[src/sat_pkg.sv]
// package: register map, field layout and constants of the split auto-reload timer
`default_nettype none
package sat_pkg;

  // ----------------------------------------------------------------
  // register byte addresses
  // ----------------------------------------------------------------
  localparam logic [7:0] ADDR_CTRL = 8'h00;
  localparam logic [7:0] ADDR_COUNT = 8'h04;
  localparam logic [7:0] ADDR_RELOAD = 8'h08;
  localparam logic [7:0] ADDR_CLKCTL = 8'h0C;
  localparam logic [7:0] ADDR_IRQEN = 8'h10;
  localparam logic [7:0] ADDR_STATUS = 8'h14;
  localparam logic [7:0] ADDR_MASK = 8'h18;

  // ----------------------------------------------------------------
  // field positions and widths
  // ----------------------------------------------------------------
  localparam int BYTE_W = 8;
  localparam int COUNT_W = 16;
  localparam int CTRL_W = 8;
  localparam int FLAG_W = 2;
  localparam int FLAG_LOW = 0;
  localparam int FLAG_HIGH = 1;
  localparam int CLK_LOW_BIT = 0;
  localparam int CLK_HIGH_BIT = 1;
  localparam int IRQEN_BIT = 0;

  // ----------------------------------------------------------------
  // values
  // ----------------------------------------------------------------
  localparam logic [7:0] BYTE_MAX = 8'hFF;
  localparam logic [15:0] COUNT_MAX = 16'hFFFF;
  localparam logic [31:0] ZERO_WORD = 32'h0000_0000;
  localparam logic [15:0] COUNT_RST = 16'h0000;
  localparam logic [1:0] FLAG_RST = 2'h0;
  localparam logic [1:0] MASK_RST = 2'h3;
  localparam logic [1:0] CLK_RST = 2'h0;
  localparam int SYS_DIV = 12;
  localparam int EXT_DIV = 8;

  // ----------------------------------------------------------------
  // timer control register layout
  // ----------------------------------------------------------------
  typedef struct packed {
    logic high_overflow_flag;
    logic low_overflow_flag;
    logic low_irq_enable;
    logic capture_unused;
    logic split_mode_sel;
    logic run_control;
    logic unused1;
    logic ext_clock_sel;
  } sat_ctrl_t;

  localparam sat_ctrl_t CTRL_RST = '0;

endpackage : sat_pkg

`default_nettype wire

[src/sat_timer.sv]
// module: split auto-reload timer with apb register access
// Operation
// RULE_01: two 8-bit count bytes form one 16-bit count value
// RULE_02: split bit 3 of control picks one 16-bit or two 8-bit timers
// RULE_03: count clock is system clock, system clock over 12, or external over 8
// RULE_04: external clock over 8 is synchronised into system clock before use
// RULE_05: 16-bit wrap from ffff loads reload pair and sets high flag
// RULE_06: 16-bit mode interrupts on every overflow when timer irq enabled; code also gates it with mask
// RULE_07: 16-bit mode also interrupts on low byte wrap when low irq enabled; code also gates it with timer irq enable and mask
// RULE_08: split mode reloads each byte from its own reload byte
// RULE_09: split mode run bit gates high byte only; low byte always counts
// RULE_10: per-byte clock select: 1 system clock, else ext select picks source
// RULE_11: split mode sets high and low flags on their own byte wraps
// RULE_12: split mode: high wrap always interrupts, low too with low enable; code gates both with timer irq enable and mask
// RULE_13: flags are cleared only by software, never by hardware
// RULE_14: handler reads both flags to find the interrupt source
// RULE_15: low flag sets on every low byte wrap in both modes
// RULE_16: 16-bit mode run bit gates whole count; stopped bytes hold
`timescale 1ns/1ps
`default_nettype none

module sat_timer #(
  parameter int SYS_DIV = sat_pkg::SYS_DIV,
  parameter int EXT_DIV = sat_pkg::EXT_DIV
) (
  input wire logic pclk,
  input wire logic presetn,
  input wire logic psel,
  input wire logic penable,
  input wire logic pwrite,
  input wire logic [31:0] paddr,
  input wire logic [31:0] pwdata,
  output logic [31:0] prdata,
  output logic pready,
  output logic pslverr,
  input wire logic ext_osc,
  output logic irq
);

  // ----------------------------------------------------------------
  // helpers
  // ----------------------------------------------------------------
  // word address match, shared by read mux and write strobes
  function automatic logic hit(input logic [31:0] a, input logic [7:0] off);
    hit = (a[31:8] == 24'h00_0000) && (a[7:0] == off);
  endfunction : hit

  // ----------------------------------------------------------------
  // state
  // ----------------------------------------------------------------
  sat_pkg::sat_ctrl_t ctrl;
  logic [15:0] count;
  logic [15:0] reload;
  logic [1:0] clk_sel;
  logic irq_en;
  logic [1:0] mask;
  logic [3:0] sys_cnt;
  logic [2:0] ext_cnt;
  logic ext_sync1;
  logic ext_sync2;
  logic ext_last;
  logic sys_tick;
  logic ext_tick;
  logic low_tick;
  logic high_tick;
  logic wr_en;
  logic rd_setup;
  logic low_wrap;
  logic high_wrap;
  logic full_wrap;
  logic low_step;
  logic high_step;
  logic [1:0] set_flag;
  logic [1:0] flags;
  logic next_irq;
  logic [31:0] next_prdata;
  logic mapped;
  sat_pkg::sat_ctrl_t wr_ctrl;

  // apb access phase write; setup phase used to fetch read data
  assign wr_en = psel && penable && pwrite;
  assign rd_setup = psel && !penable;
  assign wr_ctrl = sat_pkg::sat_ctrl_t'(pwdata[7:0]); // write data seen in control layout

  // ----------------------------------------------------------------
  // count clock sources
  // ----------------------------------------------------------------
  // the external oscillator is asynchronous; two flops before any use
  always_ff @(posedge pclk or negedge presetn) begin
    if (!presetn) begin
      ext_sync1 <= 1'b0;
      ext_sync2 <= 1'b0;
    end else begin
      ext_sync1 <= ext_osc;
      ext_sync2 <= ext_sync1; // [RULE_04]
    end
  end

  // divide synchronised rising edges of the oscillator by eight
  always_ff @(posedge pclk or negedge presetn) begin
    if (!presetn) begin
      ext_last <= 1'b0;
      ext_cnt <= '0;
      ext_tick <= 1'b0;
    end else begin
      ext_last <= ext_sync2;
      ext_tick <= 1'b0;
      if (ext_sync2 && !ext_last) begin
        if (ext_cnt == 3'(EXT_DIV - 1)) begin
          ext_cnt <= '0;
          ext_tick <= 1'b1; // [RULE_03] [RULE_04]
        end else begin
          ext_cnt <= ext_cnt + 3'd1;
        end
      end
    end
  end

  // system clock over twelve, free running
  always_ff @(posedge pclk or negedge presetn) begin
    if (!presetn) begin
      sys_cnt <= '0;
    end else if (sys_cnt == 4'(SYS_DIV - 1)) begin
      sys_cnt <= '0;
    end else begin
      sys_cnt <= sys_cnt + 4'd1;
    end
  end

  assign sys_tick = (sys_cnt == 4'(SYS_DIV - 1)); // [RULE_03]

  // per-byte source choice; 16-bit mode follows the low byte select
  always_comb begin
    low_tick = ctrl.ext_clock_sel ? ext_tick : sys_tick;
    if (clk_sel[sat_pkg::CLK_LOW_BIT]) begin
      low_tick = 1'b1; // [RULE_10]
    end
    high_tick = ctrl.ext_clock_sel ? ext_tick : sys_tick;
    if (clk_sel[sat_pkg::CLK_HIGH_BIT]) begin
      high_tick = 1'b1; // [RULE_10]
    end
  end

  // ----------------------------------------------------------------
  // counting
  // ----------------------------------------------------------------
  // low byte runs always in split mode, under run control otherwise
  always_comb begin
    if (ctrl.split_mode_sel) begin
      low_step = low_tick; // [RULE_09]
      high_step = high_tick && ctrl.run_control; // [RULE_09]
    end else begin
      low_step = low_tick && ctrl.run_control; // [RULE_16]
      high_step = low_step && (count[7:0] == sat_pkg::BYTE_MAX);
    end
  end

  assign low_wrap = low_step && (count[7:0] == sat_pkg::BYTE_MAX);
  assign full_wrap = !ctrl.split_mode_sel && low_step && (count == sat_pkg::COUNT_MAX);
  assign high_wrap = ctrl.split_mode_sel ? (high_step && (count[15:8] == sat_pkg::BYTE_MAX)) : full_wrap;

  // low byte: reloads on its own wrap in split mode or on a 16-bit wrap
  always_ff @(posedge pclk or negedge presetn) begin
    if (!presetn) begin
      count[7:0] <= sat_pkg::COUNT_RST[7:0];
    end else if (wr_en && hit(paddr, sat_pkg::ADDR_COUNT)) begin
      count[7:0] <= pwdata[7:0]; // software write wins over counting
    end else if (full_wrap || (ctrl.split_mode_sel && low_wrap)) begin
      count[7:0] <= reload[7:0]; // [RULE_05] [RULE_08]
    end else if (low_step) begin
      count[7:0] <= count[7:0] + 8'd1; // [RULE_01]
    end
  end

  // high byte: carry from low byte in 16-bit mode, own clock in split
  always_ff @(posedge pclk or negedge presetn) begin
    if (!presetn) begin
      count[15:8] <= sat_pkg::COUNT_RST[15:8];
    end else if (wr_en && hit(paddr, sat_pkg::ADDR_COUNT)) begin
      count[15:8] <= pwdata[15:8];
    end else if (high_wrap) begin
      count[15:8] <= reload[15:8]; // [RULE_05] [RULE_08]
    end else if (high_step) begin
      count[15:8] <= count[15:8] + 8'd1; // [RULE_01] [RULE_16]
    end
  end

  // ----------------------------------------------------------------
  // overflow flags
  // ----------------------------------------------------------------
  always_comb begin
    set_flag = '0;
    set_flag[sat_pkg::FLAG_HIGH] = high_wrap; // [RULE_05] [RULE_11]
    set_flag[sat_pkg::FLAG_LOW] = low_wrap; // [RULE_11] [RULE_15]
  end

  assign flags = {ctrl.high_overflow_flag, ctrl.low_overflow_flag};

  // flags clear by writing zero in control or one in status; a
  // wrap in the same cycle still sets, so no overflow is lost
  always_ff @(posedge pclk or negedge presetn) begin
    if (!presetn) begin
      ctrl.high_overflow_flag <= 1'b0;
      ctrl.low_overflow_flag <= 1'b0;
    end else begin
      if (wr_en && hit(paddr, sat_pkg::ADDR_CTRL)) begin
        ctrl.high_overflow_flag <= wr_ctrl.high_overflow_flag | set_flag[sat_pkg::FLAG_HIGH]; // [RULE_13]
        ctrl.low_overflow_flag <= wr_ctrl.low_overflow_flag | set_flag[sat_pkg::FLAG_LOW]; // [RULE_13]
      end else if (wr_en && hit(paddr, sat_pkg::ADDR_STATUS)) begin
        ctrl.high_overflow_flag <= (flags[sat_pkg::FLAG_HIGH] & ~pwdata[sat_pkg::FLAG_HIGH])
                                   | set_flag[sat_pkg::FLAG_HIGH]; // [RULE_13]
        ctrl.low_overflow_flag <= (flags[sat_pkg::FLAG_LOW] & ~pwdata[sat_pkg::FLAG_LOW])
                                  | set_flag[sat_pkg::FLAG_LOW]; // [RULE_13]
      end else begin
        ctrl.high_overflow_flag <= flags[sat_pkg::FLAG_HIGH] | set_flag[sat_pkg::FLAG_HIGH];
        ctrl.low_overflow_flag <= flags[sat_pkg::FLAG_LOW] | set_flag[sat_pkg::FLAG_LOW];
      end
    end
  end

  // ----------------------------------------------------------------
  // configuration registers
  // ----------------------------------------------------------------
  // control bits other than the flags
  always_ff @(posedge pclk or negedge presetn) begin
    if (!presetn) begin
      ctrl.low_irq_enable <= sat_pkg::CTRL_RST.low_irq_enable;
      ctrl.capture_unused <= sat_pkg::CTRL_RST.capture_unused;
      ctrl.split_mode_sel <= sat_pkg::CTRL_RST.split_mode_sel;
      ctrl.run_control <= sat_pkg::CTRL_RST.run_control;
      ctrl.unused1 <= sat_pkg::CTRL_RST.unused1;
      ctrl.ext_clock_sel <= sat_pkg::CTRL_RST.ext_clock_sel;
    end else if (wr_en && hit(paddr, sat_pkg::ADDR_CTRL)) begin
      ctrl.low_irq_enable <= wr_ctrl.low_irq_enable;
      ctrl.capture_unused <= 1'b0; // capture mode not built, reads zero
      ctrl.split_mode_sel <= wr_ctrl.split_mode_sel; // [RULE_02]
      ctrl.run_control <= wr_ctrl.run_control;
      ctrl.unused1 <= 1'b0;
      ctrl.ext_clock_sel <= wr_ctrl.ext_clock_sel;
    end
  end

  // reload pair, clock selects, timer irq enable and mask
  always_ff @(posedge pclk or negedge presetn) begin
    if (!presetn) begin
      reload <= sat_pkg::COUNT_RST;
      clk_sel <= sat_pkg::CLK_RST;
      irq_en <= 1'b0;
      mask <= sat_pkg::MASK_RST;
    end else if (wr_en) begin
      if (hit(paddr, sat_pkg::ADDR_RELOAD)) begin
        reload <= pwdata[15:0];
      end
      if (hit(paddr, sat_pkg::ADDR_CLKCTL)) begin
        clk_sel <= pwdata[1:0];
      end
      if (hit(paddr, sat_pkg::ADDR_IRQEN)) begin
        irq_en <= pwdata[sat_pkg::IRQEN_BIT];
      end
      if (hit(paddr, sat_pkg::ADDR_MASK)) begin
        mask <= pwdata[1:0];
      end
    end
  end

  // ----------------------------------------------------------------
  // interrupt
  // ----------------------------------------------------------------
  // level output; low flag joins only with low irq enable in both modes
  always_comb begin
    next_irq = irq_en && flags[sat_pkg::FLAG_HIGH] && mask[sat_pkg::FLAG_HIGH]; // [RULE_06] [RULE_12]
    if (irq_en && ctrl.low_irq_enable && flags[sat_pkg::FLAG_LOW] && mask[sat_pkg::FLAG_LOW]) begin
      next_irq = 1'b1; // [RULE_07] [RULE_12]
    end
  end

  always_ff @(posedge pclk or negedge presetn) begin
    if (!presetn) begin
      irq <= 1'b0;
    end else begin
      irq <= next_irq;
    end
  end

  // ----------------------------------------------------------------
  // apb read path
  // ----------------------------------------------------------------
  // read data is captured in setup so it comes from a flop in access;
  // a count read therefore shows the value one cycle before the answer
  always_comb begin
    next_prdata = sat_pkg::ZERO_WORD;
    mapped = 1'b1;
    if (hit(paddr, sat_pkg::ADDR_CTRL)) begin
      next_prdata[7:0] = ctrl;
    end else if (hit(paddr, sat_pkg::ADDR_COUNT)) begin
      next_prdata[15:0] = count;
    end else if (hit(paddr, sat_pkg::ADDR_RELOAD)) begin
      next_prdata[15:0] = reload;
    end else if (hit(paddr, sat_pkg::ADDR_CLKCTL)) begin
      next_prdata[1:0] = clk_sel;
    end else if (hit(paddr, sat_pkg::ADDR_IRQEN)) begin
      next_prdata[sat_pkg::IRQEN_BIT] = irq_en;
    end else if (hit(paddr, sat_pkg::ADDR_STATUS)) begin
      next_prdata[1:0] = flags; // [RULE_14]
    end else if (hit(paddr, sat_pkg::ADDR_MASK)) begin
      next_prdata[1:0] = mask;
    end else begin
      mapped = 1'b0;
    end
  end

  // pready is high from the first edge after reset: no wait states
  always_ff @(posedge pclk or negedge presetn) begin
    if (!presetn) begin
      prdata <= sat_pkg::ZERO_WORD;
      pslverr <= 1'b0;
      pready <= 1'b0;
    end else begin
      pready <= 1'b1;
      if (rd_setup) begin
        prdata <= pwrite ? sat_pkg::ZERO_WORD : next_prdata;
        pslverr <= !mapped; // unmapped address answers with an error
      end
    end
  end

endmodule : sat_timer

`default_nettype wire

[config.mk]
export PLATFORM = sky130hd
export DESIGN_NAME = sat_timer
export DESIGN_NICKNAME = d
export VERILOG_FILES = /design/src/sat_pkg.sv /design/src/sat_timer.sv
export SDC_FILE = /design/constraint.sdc
export NUM_CORES = 1
export LEC_CHECK = 0
export BUFFER_PORTS_ARGS = -buffer_cell sky130_fd_sc_hd__buf_4
export CORE_AREA = 2 2 88 90
export CTS_CLUSTER_SIZE = 14
export DETAILED_ROUTE_END_ITERATION = 10
export DIE_AREA = 0 0 90 92
export PLACE_DENSITY = 0.81
export SLEW_MARGIN = 25
export SYNTH_ARGS = -nofsm -noshare
export SYNTH_HDL_FRONTEND = slang
export SYNTH_SLANG_ARGS = --single-unit
[constraint.sdc]
create_clock -name pclk -period 5.55 [get_ports pclk]
set_input_delay 1.3875 -clock pclk [delete_from_list [all_inputs] [get_ports pclk]]
set_output_delay 1.3875 -clock pclk [all_outputs]
set_load 0.1 [all_outputs]
==> run summary, run 1 <==
========================================================================================================
Post-CTS clock slew at the launch and capture registers of the worst setup and hold paths          80 ps
Area growth from synthesis to final layout                                                         19.7%
Final Instance Area                                                                             4690 µm²
Leak Pwr                                                                                      0.00213 µW
Synthesized flop and latch total                                                                      73
Buffer count from post-CTS setup fixing                                                                0
Portion of total power attributed to sequential cells                                              47.0%
Pin count of the biggest net entering global routing                                                  74
Area taken by multi-input logic gates                                                           1910 µm²
Main combinational cell family by area after synthesis                                      simple AND/OR/NAND/NOR gates
Vias                                                                                                3334
Data arrival time at the worst-slack endpoint                                                    3690 ps
DIE AREA                                                                                        8280 µm²
Final Total Pwr                                                                                  1190 µW
Cell internal power dissipation                                                                   855 µW
Final count of pins violating max slew                                                                 0
Sequential cell area                                                                            1830 µm²
Worst-case register-to-register setup slack                                                      3140 ps
Yosys warns                                                                                            0
Count of cells resized by post-cts repair                                                              0
Post-Synthesis Mean Instance Area                                                               9.85 µm²
Actual transition at the worst max-transition pin                                                 943 ps
Final count of hold timing violations                                                                  0
Power per cell area                                                                           253 nW/µm²
Complex-gate fraction of the synthesized area                                                      14.6%
Cell area after synthesis                                                                       3920 µm²
Estimated wirelength of the detail-placed design                                                 6830 µm
CTS Sinks                                                                                             73
Max Used Layer                                                                                      met4
Level count of the clock H-tree                                                                        3
Source-to-sink clock delay at the later pin of the worst-skew pair                                350 ps
Num rows                                                                                              32
Wire length reported by the detailed router                                                      9670 µm
Diode count                                                                                            0
First DRT Iteration DRCs                                                                             301
TritonCTS clock tree                                                                                 yes
Data required time at the worst endpoint                                                         5780 ps
Detailed-routing wirelength on met1                                                              4110 µm
Root buffer cell                                                                                clkbuf_8
Switching share of power                                                                           28.0%
Count of buffers inserted at the top-level ports                                                      72
Starting density of the core                                                                       52.7%
Number of maximum-capacitance constraint violations                                                    0
Combinational share of power                                                                       14.3%
Area of placed instances                                                                        4470 µm²
Sequential area share after synthesis                                                              46.6%
Wire length of the first global-routing pass                                                    15300 µm
Result of the run                                                                           finished, final reports clean
Proportion of layout cells with a drive suffix above 1                                             27.5%
Number of routed nets with antenna violations                                                          0
Most common cell after layout, fill and taps aside                                                 buf_4
Number of endpoints failing setup at the final stage                                                   0
First-pass detailed-route iteration total                                                              5
Tot GR Track Use                                                                                   23.5%
Wire per inst                                                                                    16.8 µm
Number of vias per cell                                                                             5.80
Startpoint type of the worst setup path                                                        input pin
Largest driver fanout on the critical path                                                            17
Final GP Congestion                                                                                0.903
Multiplexer share of the synthesized area                                                          11.6%
Count of mapped cells out of synthesis                                                               398
Aggregate global routing overflow                                                                      0
VDD IR-drop max                                                                               0.000148 V
Type of the setup path with the least slack                                                 input pin to flop
Class of the tightest hold or removal check                                                 flop to flop
Sw Pwr                                                                                            332 µW
Async SR Flop Fraction                                                                              100%
Crit path time final                                                                             3470 ps
Maximum clock path buffer count                                                                        2
Setup repair after global routing missed its margin                                                   no
Routed met2 length                                                                               4610 µm
Slew margin rel.                                                                                   37.2%
Number of global-route vias before repair                                                           3169
DRC violation count after routing                                                                      0
Fmax                                                                                           0.289 GHz
Initial antenna violation count                                                                        0
Highest-count cells in the layout ignoring fill and taps                                    75 x buf_4, 71 x dfrtp_1, 48 x nand2_1
Number of enable-type register cells in the synthesized netlist                                        0
Inserted Clock Buffers                                                                                 9
Netlist cell types                                                                                    53
Total negative slack                                                                                0 ps
Fraction of synthesized cell area in xor and xnor cells                                           0.670%
Total length of routed met3 wires                                                                 747 µm
Layout filler cell count                                                                             605
Clock network fraction of design power                                                             38.7%
Core Region                                                                                     7450 µm²
Ratio of final minimum period to clock period                                                      62.4%
Final #Nets                                                                                          543
Final clock skew                                                                                 12.4 ps
Total I/O pin count                                                                                  105
Die Y                                                                                              92 µm
Endpoint class of the critical path                                                                 flop
Hold bufs inserted after CTS                                                                           0
Simple logic cell fraction of the synthesized area                                                 18.6%
Primary flip-flop cell chosen by synthesis mapping                                               dfrtp_1
Adder-Cell Fraction of Synth Area                                                                  1.60%
Die outline width                                                                                  90 µm
========================================================================================================
[final cells by class]
cell class	instances	share of cell area [%]
timing repair buffer	75	12.0
sequential	73	39.0
clock buffer	10	2.72
clock inverter	6	1.95
tap	102	2.72
inverter	11	0.880
multi-input combinational	298	40.8
[power groups by stage]
stage | Combinational, µW | Clock, µW | Sequential (µW)
after floorplan | 92.5 | 0 | 593
after global placement | 164 | 0 | 568
after detailed placement | 171 | 0 | 568
after CTS | 171 | 470 | 558
after global routing | 182 | 487 | 559
final | 169 | 460 | 558
[cells in the mapped netlist, types with 5 or more instances]
master,instances,area (µm²)
a21oi_1,28,140
a221oi_1,5,43.8
a22oi_1,8,60.1
and2_1,5,31.3
and3_1,5,31.3
buf_4,18,135
clkbuf_1,8,30.0
dfrtp_1,71,1780
ha_1,5,62.6
inv_1,11,41.3
mux2_2,28,315
mux2i_1,14,140
nand2_1,48,180
nand3_1,17,85.1
nor2_1,20,75.1
nor3_1,11,55.1
nor4_1,8,50.1
o21ai_0,12,60.1
o21ai_1,15,75.1
[registers in the layout, summed over array words and instances, names as in the netlist]
| name | flops |
|---|---|
| ext_last | 1 |
| sys_cnt | 4 |
| ext_sync2 | 1 |
| mask | 2 |
| pready | 1 |
| pslverr | 1 |
| irq | 1 |
| ext_tick | 1 |
| reload | 16 |
| ext_cnt | 3 |
| irq_en | 1 |
| ctrl | 6 |
| prdata | 16 |
| clk_sel | 2 |
| count | 16 |
| ext_sync1 | 1 |
[worst paths after layout]
path / start / endpoint / cells after the start
hold reg to reg: ext_sync1 / ext_sync2 / 0
max in group asynchronous: presetn / count[6] / 1
setup / recovery: paddr[31] / reload[3] / 7
setup reg to reg: count[1] / count[3] / 7
hold / removal: ext_sync1 / ext_sync2 / 0
min in group asynchronous: presetn / prdata[9] / 1
[worst max-delay path: stages]
cell	delay, ps
buf_4	110
nor4_2	320
nand4_2	280
nor4_1	340
buf_4	260
nand2_1	520
mux2_2	480
[cells by family after synthesis]
group,count (synthesis)
adders and majority gates,5
DFF,73
and+or+nand+nor,139
xor gates and xnor gates,3
AOI/OAI and AO/OA,92
muxes,42
other,2
buffers and inverters,42
[routing by layer]
metal | GRT usage, % | up-vias
met2 | 38.9 | 165
met5 | 0 | -
met1 | 29.6 | 1594
li1 | - | 1555
met4 | 10.8 | 0
met3 | 5.09 | 20
[metrics by stage]
step / util (%) / instances / setup slack [ps] / hold slack (ps)
after global routing: 63.0 / 575 / 1890 / 387
after floorplan: - / 413 / 2400 / 331
after CTS: 63.0 / 575 / 2120 / 356
final: 63.0 / 575 / 2080 / 352
after global placement: 60.0 / 559 / 1760 / 334
after detailed placement: 60.0 / 559 / 1760 / 336
Note: power is estimated with default switching activity, not from simulation.
==> run 2: changes to the inputs <==
--- a/config.mk
+++ b/config.mk
@@ -6,11 +6,11 @@
 export NUM_CORES = 1
 export LEC_CHECK = 0
 export BUFFER_PORTS_ARGS = -buffer_cell sky130_fd_sc_hd__buf_4
-export CORE_AREA = 2 2 88 90
+export CORE_AREA = 2 2 90 92
 export CTS_CLUSTER_SIZE = 14
 export DETAILED_ROUTE_END_ITERATION = 10
-export DIE_AREA = 0 0 90 92
-export PLACE_DENSITY = 0.81
+export DIE_AREA = 0 0 92 94
+export PLACE_DENSITY = 0.78
 export SLEW_MARGIN = 25
 export SYNTH_ARGS = -nofsm -noshare
 export SYNTH_HDL_FRONTEND = slang
==> constraint.sdc (replaced) <==
create_clock -name pclk -period 3.2 [get_ports pclk]
set_input_delay 0.8 -clock pclk [delete_from_list [all_inputs] [get_ports pclk]]
set_output_delay 0.8 -clock pclk [all_outputs]
set_load 0.1 [all_outputs]
==> run 2 against run 1 <==
Effect of this change: clock skew up 2.8 ps; sequential power up 73%; combinational power grew 74%; power rose by 75%; highest routed layer unchanged.
==> run summary, run 2 (synthesis gave the netlist of run 1 again) <==
========================================================================================================
Result of the run                                                                           finished, final reports clean   unchanged
Type of the setup path with the least slack                                                 input pin to flop   unchanged
Setup repair after global routing missed its margin                                                   no   unchanged
Estimated wirelength of the detail-placed design                                                 7020 µm   was 6830 µm
Slowest cell on the critical path                                                                 nor4_1   was nand2_1
Critical path buffers and inverters                                                                    1   was 2
Wire length of the first global-routing pass                                                    15400 µm   was 15300 µm
Actual transition at the worst max-transition pin                                                 901 ps   was 943 ps
Number of routed nets with antenna violations                                                          0   unchanged
Startpoint type of the worst setup path                                                        input pin   unchanged
Core Region                                                                                     7610 µm²   was 7450 µm²
Proportion of layout cells with a drive suffix above 1                                             28.4%   was 27.5%
Buffer count from post-CTS setup fixing                                                                0   unchanged
Die Y                                                                                              94 µm   was 92 µm
Number of global-route vias before repair                                                           3162   was 3169
Most common cell after layout, fill and taps aside                                                 buf_4   unchanged
Inserted Clock Buffers                                                                                 9   unchanged
Level count of the clock H-tree                                                                        3   unchanged
VDD IR-drop max                                                                               0.000238 V   was 0.000148 V
Wire length reported by the detailed router                                                      9540 µm   was 9670 µm
Slew margin rel.                                                                                   39.9%   was 37.2%
Number of maximum-capacitance constraint violations                                                    0   unchanged
Vias                                                                                                3329   was 3334
Highest-count cells in the layout ignoring fill and taps                                    81 x buf_4, 71 x dfrtp_1, 48 x nand2_1   was 75 x buf_4, 71 x dfrtp_1, 48 x nand2_1
Power per cell area                                                                           437 nW/µm²   was 253 nW/µm²
TritonCTS clock tree                                                                                 yes   unchanged
Kind of cell adding the most delay to the critical path                                     simple AND/OR/NAND/NOR gates   unchanged
Aggregate global routing overflow                                                                      0   unchanged
DIE AREA                                                                                        8650 µm²   was 8280 µm²
Endpoint class of the critical path                                                                 flop   unchanged
Number of endpoints failing setup at the final stage                                                   0   unchanged
DRC violation count after routing                                                                      0   unchanged
Post-layout utilization of the core                                                                62.3%   was 63.0%
Largest driver fanout on the critical path                                                            13   was 17
CTS Sinks                                                                                             73   unchanged
Total number of cells along the worst setup path                                                       6   was 7
Number of vias per cell                                                                             5.73   was 5.80
Total negative slack                                                                                0 ps   unchanged
Count of buffers inserted at the top-level ports                                                      72   unchanged
Sequence of cells on the critical path                                                      buf_4, nor4_2, nand4_2, nor4_1, nand2_1, mux2_2   was buf_4, nor4_2, nand4_2, nor4_1, buf_4, nand2_1, mux2_2
Dpl ws                                                                                            365 ps   was 1760 ps
Final count of pins violating max slew                                                                 0   unchanged
Layout filler cell count                                                                             619   was 605
Wire per inst                                                                                    16.4 µm   was 16.8 µm
Cells on Worst Hold Path                                                                               0   unchanged
Fmax                                                                                           0.404 GHz
Crit path time final                                                                             2480 ps
Maximum clock path buffer count                                                                        2   unchanged
Die outline width                                                                                  92 µm   was 90 µm
Final GP Congestion                                                                                0.942   was 0.903
Diode count                                                                                            0   unchanged
Initial antenna violation count                                                                        0   unchanged
Tot GR Track Use                                                                                   22.9%   was 23.5%
Data arrival time at the worst-slack endpoint                                                    2710 ps   was 3690 ps
Num rows                                                                                              32   unchanged
Pin count of the biggest net entering global routing                                                  74   unchanged
Highest cell delay on the worst timing path                                                       410 ps   was 520 ps
Post-CTS clock slew at the launch and capture registers of the worst setup and hold paths          80 ps   about the same
Leak Pwr                                                                                      0.00216 µW   was 0.00213 µW
Final count of hold timing violations                                                                  0   unchanged
First-pass detailed-route iteration total                                                              5   unchanged
Starting density of the core                                                                       51.5%   was 52.7%
First DRT Iteration DRCs                                                                             285   was 301
Registers with the most flip-flops                                                          count (16), prdata (16), reload (16)   unchanged
Root buffer cell                                                                                clkbuf_8   unchanged
Total I/O pin count                                                                                  105   unchanged
Worst Slack Setup Final                                                                           723 ps   was 2080 ps
Final clock skew                                                                                 15.1 ps   was 12.4 ps
Data required time at the worst endpoint                                                         3440 ps   was 5780 ps
Count of cells resized by post-cts repair                                                              0   unchanged
Logic depth of the worst register-to-register path                                                     6   was 7
Class of the tightest hold or removal check                                                 flop to flop   unchanged
Hold bufs inserted after CTS                                                                           0   unchanged
Source-to-sink clock delay at the later pin of the worst-skew pair                                350 ps   about the same
Area growth from synthesis to final layout                                                         20.9%   was 19.7%
Final #Nets                                                                                          549   was 543
Ratio of final minimum period to clock period                                                      77.4%
========================================================================================================
run 2: cell count changes in the layout (fill, tap and decap cells not counted), sizes merged:
| cell | before | now |
|---|---|---|
| clkbuf | 10 | 9 |
| clkinvlp | 0 | 2 |
| clkinv | 3 | 1 |
| inv | 12 | 13 |
| buf | 75 | 81 |
run 2: final cells by class:
cell class              instances  area (µm²)  share of cell area, %
inverters                      11        41.3                  0.871
clock buffers                   9         124                   2.61
multi-input cells             298        1910                   40.3
repair buffers                 81         608                   12.8
flip-flops and latches         73        1830                   38.6
clock inverters                 7         101                   2.14
well taps                     102         128                   2.69
run 2: worst register-to-register path: cells and delay by family, from the launching register on:
| kind | cells | cell delay (ps) |
|---|---|---|
| adders and majority gates | 1 | 270 |
| and+or+nand+nor | 3 | 750 |
| AOI/OAI and AO/OA | 2 | 840 |
| DFF | 1 | 440 |
run 2: per-layer routing:
layer,GRT usage [%],vias up,share of wire [%]
li1,-,1570,-
met1,30.9,1575,44
met2,35.9,169,46
met3,5.78,15,8.2
met4,8.33,0,1.8
met5,0,-,0
run 2: path summary, 6_finish.rpt:
path | startpoint | endpoint | slack, ps
min in group asynchronous | presetn | ext_sync2 | 560
min | ext_sync1 | ext_sync2 | 360
max reg2reg | count[0] | ctrl[7] | 800
max in group asynchronous | presetn | prdata[1] | 2030
max | paddr[31] | count[2] | 720
min reg2reg | ext_sync1 | ext_sync2 | 360
run 2: power by group:
group          total (µW)  leakage [µW]  internal, µW  switching, µW
logic                 294       0.00114          88.9            206
clock network         811      0.000106           445            366
registers             968      0.000909           951           17.2
total                2070       0.00216          1490            588
run 2: through the flow:
stage                     hold slack [ps]  total power [µW]  std cells  area, µm²
final                                 360              2070        581       4740
after CTS                             365              2090        581       4740
after floorplan                       331              1190        413       3980
after detailed placement              346              1290        565       4520
after global placement                333              1270        565       4520
after global routing                  398              2160        581       4740
